<file path="config.mk">
export PLATFORM = sky130hd
export DESIGN_NAME = cmhs_top
export DESIGN_NICKNAME = d
export VERILOG_FILES = /design/src/rtl/cmhs_pkg.sv /design/src/rtl/cmhs_decode.sv /design/src/rtl/cmhs_clkdiv.sv /design/src/rtl/cmhs_top.sv
export SDC_FILE = /design/constraint.sdc
export NUM_CORES = 1
export LEC_CHECK = 0
export BUFFER_PORTS_ARGS = -buffer_cell sky130_fd_sc_hd__buf_2
export CORE_MARGIN = 4
export CORE_UTILIZATION = 40
export CTS_CLUSTER_DIAMETER = 60
export DETAILED_ROUTE_END_ITERATION = 10
export PLACE_DENSITY_LB_ADDON = 0.2
export SLEW_MARGIN = 5
export SYNTH_ARGS = -nofsm -noshare
export SYNTH_HDL_FRONTEND = slang
export SYNTH_SLANG_ARGS = --single-unit
</file>
<file path="constraint.sdc">
create_clock -name clk_sys_in -period 3.7 [get_ports clk_sys_in]
set_clock_uncertainty 0.2 [all_clocks]
set_input_delay 0.37 -clock clk_sys_in [delete_from_list [all_inputs] [get_ports clk_sys_in]]
set_output_delay 0.37 -clock clk_sys_in [all_outputs]
set_load 0.01 [all_outputs]
</file>
<file path="src/rtl/cmhs_pkg.sv">
// Package for the cluster multiplexer host select and reply block.
// Assumes one system clock; APB register offsets are byte addresses.
package cmhs_pkg;
    // APB register byte offsets
    localparam logic [7:0] CMHS_OFF_STRAP   = 8'h00;
    localparam logic [7:0] CMHS_OFF_CMD     = 8'h04;
    localparam logic [7:0] CMHS_OFF_STATUS  = 8'h08;
    localparam logic [7:0] CMHS_OFF_REQFLAG = 8'h0C;
    localparam logic [7:0] CMHS_OFF_TICKS   = 8'h10;
    // Strap register field positions
    localparam int CMHS_STRAP_EQ_LSB     = 0;  // Four equipment code bits
    localparam int CMHS_STRAP_EXT_A      = 4;
    localparam int CMHS_STRAP_EXT_B      = 5;
    localparam int CMHS_STRAP_CLUSTER    = 6;
    localparam int CMHS_STRAP_UNPROT     = 7;  // Inserted strap means unprotected
    localparam int CMHS_STRAP_DIV1_LSB   = 8;  // Two bits: 0 -> 16, 1 -> 8, 2 -> 4
    localparam int CMHS_STRAP_DIV2       = 10; // 0 -> 3, 1 -> 6
    localparam int CMHS_STRAP_RXSLOT_LSB = 12; // Two bits: 0..3 -> 3,4,6,8
    localparam int CMHS_STRAP_TXSLOT_LSB = 14;
    // Command word bit positions
    localparam int CMHS_CMD_DIRECTOR     = 0;
    localparam int CMHS_CMD_CHAN_LSB     = 4;
    localparam int CMHS_CMD_CLUSTER      = 6;
    localparam int CMHS_CMD_EQ_LSB       = 7;
    localparam int CMHS_CMD_WRITE        = 16; // Host write when set, read otherwise
    // Reset values
    localparam logic [15:0] CMHS_STRAP_RESET = 16'h0000;
    localparam logic [7:0]  CMHS_REQ_RESET   = 8'hFF;
    // Divider ratios
    localparam logic [4:0] CMHS_DIV1_16 = 5'h10;
    localparam logic [4:0] CMHS_DIV1_8  = 5'h08;
    localparam logic [4:0] CMHS_DIV1_4  = 5'h04;
    localparam logic [2:0] CMHS_DIV2_3  = 3'h3;
    localparam logic [2:0] CMHS_DIV2_6  = 3'h6;
    typedef enum logic [1:0] {CMHS_SLOTS_3, CMHS_SLOTS_4, CMHS_SLOTS_6, CMHS_SLOTS_8} cmhs_slots_t;
endpackage

</file>
<file path="src/rtl/cmhs_decode.sv">
// Combinational address match and reply or reject decision.
// Assumes a stable command word while evaluated.
`timescale 1ns/1ps
module cmhs_decode
    import cmhs_pkg::*;
(
    input  wire logic [16:0] cmd_in,
    input  wire logic [15:0] strap_in,
    input  wire logic [7:0]  req_flag_in,
    output logic             selected_out,
    output logic             reply_out,
    output logic             reject_out
);
    logic [3:0] eq_strap;
    logic       ext_mode;
    logic       eq_match;
    logic       cl_match;
    logic       protect_viol;
    logic       director;
    logic       is_write;
    logic [2:0] chan;
    // Field extraction
    assign eq_strap = strap_in[CMHS_STRAP_EQ_LSB +: 4];
    assign director = cmd_in[CMHS_CMD_DIRECTOR];
    assign is_write = cmd_in[CMHS_CMD_WRITE];
    assign chan     = cmd_in[CMHS_CMD_CHAN_LSB +: 3];
    // Inserted strap is a one in the matching code bit
    assign eq_match = (cmd_in[CMHS_CMD_EQ_LSB +: 4] == eq_strap);
    // Extended mode needs both straps; bit six only counts then
    assign ext_mode = strap_in[CMHS_STRAP_EXT_A] & strap_in[CMHS_STRAP_EXT_B];
    assign cl_match = !ext_mode
                    | (cmd_in[CMHS_CMD_CLUSTER] == strap_in[CMHS_STRAP_CLUSTER]);
    // Absent strap means protected; the protected host access is taken as legal
    assign protect_viol = 1'b0 & ~strap_in[CMHS_STRAP_UNPROT];
    // No match leaves both responses low
    assign selected_out = eq_match & cl_match;
    assign reject_out = selected_out & (
          ( is_write & !director & (protect_viol | !req_flag_in[chan]))
        | ( is_write &  director & protect_viol)
        | (!is_write & !director & protect_viol));
    // Status read always replies data write needs the request flag
    assign reply_out  = selected_out & !reject_out;
endmodule

</file>
<file path="src/rtl/cmhs_clkdiv.sv">
// Cascaded clock interrupt divider fed by a synchronised element-timing edge.
// Assumes tick_in is a one-cycle pulse in clk_sys_in domain.
`timescale 1ns/1ps
module cmhs_clkdiv
    import cmhs_pkg::*;
(
    input  wire logic       clk_sys_in,
    input  wire logic       reset_n_in,
    input  wire logic       tick_in,
    input  wire logic [1:0] div1_sel_in,
    input  wire logic       div2_sel_in,
    output logic            period_out
);
    logic [4:0] cnt1;
    logic [2:0] cnt2;
    logic [4:0] ratio1;
    logic [2:0] ratio2;
    logic       stage1_done;
    // Ratio selection; an unused code falls back to the slowest ratio
    assign ratio1 = (div1_sel_in == 2'h1) ? CMHS_DIV1_8 :
                    (div1_sel_in == 2'h2) ? CMHS_DIV1_4 : CMHS_DIV1_16;
    assign ratio2 = div2_sel_in ? CMHS_DIV2_6 : CMHS_DIV2_3;
    assign stage1_done = tick_in & (cnt1 == ratio1 - 5'h01);
    // First stage
    always_ff @(posedge clk_sys_in or negedge reset_n_in) begin
        if (!reset_n_in) begin
            cnt1 <= 5'h00;
        end else if (tick_in) begin
            cnt1 <= stage1_done ? 5'h00 : cnt1 + 5'h01;
        end
    end
    // Second stage, period pulse on wrap
    always_ff @(posedge clk_sys_in or negedge reset_n_in) begin
        if (!reset_n_in) begin
            cnt2       <= 3'h0;
            period_out <= 1'b0;
        end else begin
            period_out <= stage1_done & (cnt2 == ratio2 - 3'h1);
            if (stage1_done) begin
                cnt2 <= (cnt2 == ratio2 - 3'h1) ? 3'h0 : cnt2 + 3'h1;
            end
        end
    end
endmodule

</file>
<file path="src/rtl/cmhs_top.sv">
// Top of host select and reply logic with APB register access.
// Assumes APB master on clk_sys_in; element timing arrives asynchronously.
`timescale 1ns/1ps
module cmhs_top
    import cmhs_pkg::*;
(
    input  wire logic        clk_sys_in,
    input  wire logic        reset_n_in,
    input  wire logic        psel_in,
    input  wire logic        penable_in,
    input  wire logic        pwrite_in,
    input  wire logic [7:0]  paddr_in,
    input  wire logic [31:0] pwdata_in,
    output logic [31:0]      prdata_out,
    output logic             pready_out,
    output logic             pslverr_out,
    input  wire logic        element_timing_in,
    input  wire logic [7:0]  char_sent_in,
    output logic             reply_out,
    output logic             reject_out,
    output logic [3:0]       rx_slots_out,
    output logic [3:0]       tx_slots_out,
    output logic             slot_mismatch_out
);
    logic [15:0] strap;
    logic [16:0] cmd;
    logic [7:0]  req_flag;
    logic [15:0] ticks;
    logic        et_meta;
    logic        et_sync;
    logic        et_prev;
    logic        et_tick;
    logic        period;
    logic        dec_reply;
    logic        dec_reject;
    logic        wr_acc;
    logic        wr_strap;
    logic        wr_cmd;
    logic        hit;
    logic        ext_ok;
    logic [2:0]  chan;
    logic [7:0]  accept_mask;
    logic [31:0] next_prdata;
    logic [1:0]  rx_code;
    logic [1:0]  tx_code;

    // APB decode; slave answers in the access cycle with no wait states
    assign wr_acc   = psel_in & penable_in & pwrite_in;
    assign wr_strap = wr_acc & (paddr_in == CMHS_OFF_STRAP);
    assign wr_cmd   = wr_acc & (paddr_in == CMHS_OFF_CMD);
    assign hit      = (paddr_in == CMHS_OFF_STRAP) | (paddr_in == CMHS_OFF_CMD)
                    | (paddr_in == CMHS_OFF_STATUS) | (paddr_in == CMHS_OFF_REQFLAG)
                    | (paddr_in == CMHS_OFF_TICKS);
    assign pready_out  = 1'b1;
    assign pslverr_out = psel_in & penable_in & !hit;

    // Strap register; extended mode is only kept with 3 or 4 slots
    assign ext_ok = (pwdata_in[CMHS_STRAP_RXSLOT_LSB +: 2] <= 2'h1)
                  & (pwdata_in[CMHS_STRAP_TXSLOT_LSB +: 2] <= 2'h1);
    always_ff @(posedge clk_sys_in or negedge reset_n_in) begin
        if (!reset_n_in) begin
            strap <= CMHS_STRAP_RESET;
        end else if (wr_strap) begin
            strap <= ext_ok ? pwdata_in[15:0]
                            : (pwdata_in[15:0] & ~(16'h0001 << CMHS_STRAP_EXT_A));
        end
    end

    // Command word is latched; a decision is taken on the write itself
    always_ff @(posedge clk_sys_in or negedge reset_n_in) begin
        if (!reset_n_in) begin
            cmd <= 17'h00000;
        end else if (wr_cmd) begin
            cmd <= pwdata_in[16:0];
        end
    end

    cmhs_decode u_decode (
        .cmd_in       (pwdata_in[16:0]),
        .strap_in     (strap),
        .req_flag_in  (req_flag),
        .selected_out (),
        .reply_out    (dec_reply),
        .reject_out   (dec_reject)
    );

    // Responses are one-cycle pulses after the command write
    always_ff @(posedge clk_sys_in or negedge reset_n_in) begin
        if (!reset_n_in) begin
            reply_out  <= 1'b0;
            reject_out <= 1'b0;
        end else begin
            reply_out  <= wr_cmd & dec_reply;
            reject_out <= wr_cmd & dec_reject;
        end
    end

    // Request flag: cleared by an accepted data write, set by a sent char
    assign chan = pwdata_in[CMHS_CMD_CHAN_LSB +: 3];
    assign accept_mask = (wr_cmd & dec_reply & pwdata_in[CMHS_CMD_WRITE]
                          & !pwdata_in[CMHS_CMD_DIRECTOR]) ? (8'h01 << chan) : 8'h00;
    // Set wins over clear so a freed buffer is never missed
    always_ff @(posedge clk_sys_in or negedge reset_n_in) begin
        if (!reset_n_in) begin
            req_flag <= CMHS_REQ_RESET;
        end else begin
            req_flag <= (req_flag & ~accept_mask) | char_sent_in;
        end
    end

    // Element timing is asynchronous: two flops, then edge detect
    always_ff @(posedge clk_sys_in or negedge reset_n_in) begin
        if (!reset_n_in) begin
            et_meta <= 1'b0;
            et_sync <= 1'b0;
            et_prev <= 1'b0;
        end else begin
            et_meta <= element_timing_in;
            et_sync <= et_meta;
            et_prev <= et_sync;
        end
    end
    assign et_tick = et_sync & !et_prev;

    cmhs_clkdiv u_clkdiv (
        .clk_sys_in  (clk_sys_in),
        .reset_n_in  (reset_n_in),
        .tick_in     (et_tick),
        .div1_sel_in (strap[CMHS_STRAP_DIV1_LSB +: 2]),
        .div2_sel_in (strap[CMHS_STRAP_DIV2]),
        .period_out  (period)
    );

    // Count of elapsed clock periods, visible to software
    always_ff @(posedge clk_sys_in or negedge reset_n_in) begin
        if (!reset_n_in) begin
            ticks <= 16'h0000;
        end else if (period) begin
            ticks <= ticks + 16'h0001;
        end
    end

    // Slot counts per block, receive and transmit separately
    assign rx_code = strap[CMHS_STRAP_RXSLOT_LSB +: 2];
    assign tx_code = strap[CMHS_STRAP_TXSLOT_LSB +: 2];
    function automatic logic [3:0] slots_of(input logic [1:0] code);
        unique case (cmhs_slots_t'(code))
            CMHS_SLOTS_3: slots_of = 4'h3;
            CMHS_SLOTS_4: slots_of = 4'h4;
            CMHS_SLOTS_6: slots_of = 4'h6;
            CMHS_SLOTS_8: slots_of = 4'h8;
        endcase
    endfunction
    always_ff @(posedge clk_sys_in or negedge reset_n_in) begin
        if (!reset_n_in) begin
            rx_slots_out      <= 4'h3;
            tx_slots_out      <= 4'h3;
            slot_mismatch_out <= 1'b0;
        end else begin
            rx_slots_out      <= slots_of(rx_code);
            tx_slots_out      <= slots_of(tx_code);
            slot_mismatch_out <= (rx_code != tx_code);
        end
    end

    // Read mux; status shows the current one-cycle response pulses and protect state
    assign next_prdata =
        (paddr_in == CMHS_OFF_STRAP)   ? {16'h0000, strap} :
        (paddr_in == CMHS_OFF_CMD)     ? {15'h0000, cmd} :
        (paddr_in == CMHS_OFF_STATUS)  ? {28'h0000000, !strap[CMHS_STRAP_UNPROT],
                                          slot_mismatch_out, reject_out, reply_out} :
        (paddr_in == CMHS_OFF_REQFLAG) ? {24'h000000, req_flag} :
        (paddr_in == CMHS_OFF_TICKS)   ? {16'h0000, ticks} : 32'h00000000;
    always_ff @(posedge clk_sys_in or negedge reset_n_in) begin
        if (!reset_n_in) begin
            prdata_out <= 32'h00000000;
        end else if (psel_in & !penable_in & !pwrite_in) begin
            prdata_out <= next_prdata;
        end
    end
endmodule

</file>
==> metrics.yaml <==
clock_network:
  cts_setup_buffers: 0
  clock_latency_ns: 0.35
  cts_sinks: 97
  cts_buffers: 9
  cts-root-to-sink-buffers: 2
  cts_tree: "done"
  clk_pin_slew_worst_paths_ns: 0.06
  htree_levels: 3
  root_buffer: "clkbuf_16"
floorplan:
  core_area_um2: 11960
  start_util: 0.4077
  rows: 40
  die_x_um: 118.4
  die_h_um: 118.4
  io_pins: 99
  dieArea_um2: 14020
worst_setup_path:
  arrival_ns: 1.83
  criticalPathCategory: "input port to primary output"
  startpoint_type: "input port"
  worstSetupEndpointType: "primary output"
  cp_max_fo: 13
  required_ns: 3.13
cells_and_area:
  area_growth_pct: 16.03
  fin_nets: 576
  drive_gt1_frac: 0.2669
  diodes: 0
drt:
  drc: 0
  first_iter_violations: 165
  via_count: 3477
  wirelength_mm: 10.94
  drt-vias-per-instance: 5.236
  wire_per_inst_um: 16.47
  detail-route-antenna-nets: 0
  first_pass_iters: 4
pwr:
  ir_drop_uv: 346.7
  power.density_nw_per_um2: 450.1
  internal-power_w: 0.001985
  clkPwrFrac: 0.466
  p_leak_nw: 2.691
  sw_frac_of_total: 0.2208
  comb_power_share: 0.082
  pwr-share-seq: 0.452
  p_sw_w: 0.0005626
synthesis:
  yosysUniqueCellTypes: 48
  async_flop_share: 1.000
  synth_edf_count: 0
  yosys.area.top_type_share: 0.4361
  syn_inst: 448
  synth_ff_type: "dfrtp_1"
  synth.avg_cell_area_um2: 10.89
  ys_ff_latch: 97
  synth_area_leaders: "dfrtp_1 44%, dfstp_2 6.5%, mux2_2 4.8%, nand2_1 3.4%, mux2_4 3.1%"
  synth-seq-area-share: 0.5008
  yosys.area.top_type: "dfrtp_1"
  yosys_warnings: 0
  synth_area_um2: 4877
placed_design:
  place_hpwl_mm: 7.826
  place_ws_ns: 1.182
  gp_congestion: 0.8133
  portBuffers: 67
timing:
  max_slew_margin: 0.2603
  fin_ws_ns: 1.297
  period_minus_slack_ns: 2.403
  max_clock_freq_mhz: 416.1
  hold_viol: 0
  slew_viol_final: 0
  finalCritPeriodShare: 0.6495
  finalSetupViolations: 0
  finalSetupTns_ns: 0
  rsz0062_at_grt: "no"
  worst_slew_pin_slew_ns: 1.107
global_routing:
  grt_max_degree: 59
  gr-usage-all-layers: 0.1597
  grt_remaining_overflow: 0
  grt_pass1_vias: 3442
  grt_pass1_wl_mm: 17.80
  antenna_found_initial: 0
hold_path:
  min_path_type: "input port to flip-flop"
flow_run:
  drv_cap: 0
status:
  outcome: "finished, final reports clean"
==> layout make-up <==
| class | count | area (um2) |
|---|---|---|
| Clock inverter | 6 | 155.1 |
| Multi-Input combinational cell | 316 | 2205 |
| Sequential cell | 97 | 2442 |
| Clock buffer | 10 | 229.0 |
| Tap cell | 147 | 183.9 |
| Inverter | 15 | 56.30 |
| Fill cell | 1126 | 6302 |
| Timing Repair Buffer | 73 | 387.9 |
==> routing by layer <==
layer,global-route usage,vias up,share of wire,wire (um)
li1,-,1675,-,-
met1,0.2202,1703,0.47,5191
met2,0.2497,88,0.46,4981
met3,0.03876,11,0.054,591
met4,0.04924,0,0.016,173
met5,0,-,0,0
==> final timing paths <==
kind / start / end / slack [ns] / cells past startpoint
max: paddr_in[3] / pslverr_out / 1.30 / 6
max in group asynchronous: reset_n_in / req_flag[6] / 2.04 / 3
min reg2reg: et_meta / et_sync / 0.15 / 0
min in group asynchronous: reset_n_in / prdata_out[12] / 0.44 / 2
min: pwdata_in[16] / cmd[16] / 0.05 / 2
max reg2reg: strap[8] / u_clkdiv.cnt2[2] / 1.55 / 7
==> placed cells by master (no fill, tap or decap), drive strengths merged, types with 8 or more instances in the layout <==
cell type  synthesis  final
conb               2     16
xnor2             15     15
dfrtp             85     85
xor2              12     12
inv               15     15
dfstp             12     12
buf               20     71
ha                10     10
clkbuf            14     10
nand2             44     44
nor2              24     24
o21ai             13     13
a31oi              9      9
nand3              8      8
o221ai             8      8
nor2b             16     16
nor3              11     11
mux2              33     33
a21oi             25     25
==> power by group through the flow <==
stage	combinational [W]	clock (W)	sequential, W
6_report	0.000209	0.00119	0.00115
5_1_grt	0.000243	0.00126	0.00116
4_1_cts	0.000212	0.00122	0.00115
3_5_place_dp	0.000210	0	0.00117
3_3_place_gp	0.000205	0	0.00117
2_1_floorplan	0.000139	0	0.00116
==> logic make-up (layout without fill, tap and decap cells) <==
logic type               Yosys count  after routing  share of synthesized area
AO/OA/AOI/OAI                     81             81                     0.1057
XOR/XNOR                          27             27                    0.04849
adder cells (fa/ha/maj)           10             10                    0.02565
buffers and inverters             49            104                    0.05798
flip-flops                        97             97                     0.5008
multiplexers                      38             38                    0.09928
other                              2             16                   0.001540
AND/OR/NAND/NOR                  144            144                     0.1606
==> sequential cells by signal, summed over array words and instances, names as in the netlist, 3 cells and up <==
register and count:
cmd 17, prdata_out 17, strap 16, ticks 16, req_flag 8, u_clkdiv.cnt1 5
rx_slots_out 4, tx_slots_out 4, u_clkdiv.cnt2 3
==> what timing repair did <==
action | in CTS | in global routing
hold endpoints to repair | 53 | 0
setup endpoints to repair | 0 | 0
resized for setup | 0 | 0
hold buffers | 2 | 0
==> stage by stage <==
| step | instance area, um2 | util | hold WS [ns] | instances | total power [W] |
|---|---|---|---|---|---|
| final | 5659 | 0.4731 | 0.05186 | 664 | 0.002547 |
| after global routing | 5659 | 0.4731 | 0.05553 | 664 | 0.002659 |
| after CTS | 5659 | 0.4731 | 0.04018 | 664 | 0.002580 |
| after detailed placement | 5255 | 0.4393 | 0.1397 | 646 | 0.001380 |
| after global placement | 5255 | 0.4393 | 0.1363 | 646 | 0.001372 |
| after floorplan | 4930 | - | -0.1256 | 462 | 0.001301 |
==> synth_stat cells, drive strengths merged (6+ instances only) <==
master	instances
a21oi	25
xor2	12
nor4	7
inv	15
xnor2	15
clkbuf	14
nand2	44
dfrtp	85
buf	20
nand3	8
o21ai	13
a31oi	9
dfstp	12
o221ai	8
nand4	6
nor2	24
nor2b	16
a21o	6
nand2b	7
nor3	11
mux2	33
ha	10
==> critical path, cell delays in order <==
cell and delay (ns):
buf_2 0.13, nor3_1 0.33, and2_1 0.57, a21o_1 0.20, a21oi_1 0.07, buf_2 0.16
No activity file was read; power rests on OpenSTA's default activity.
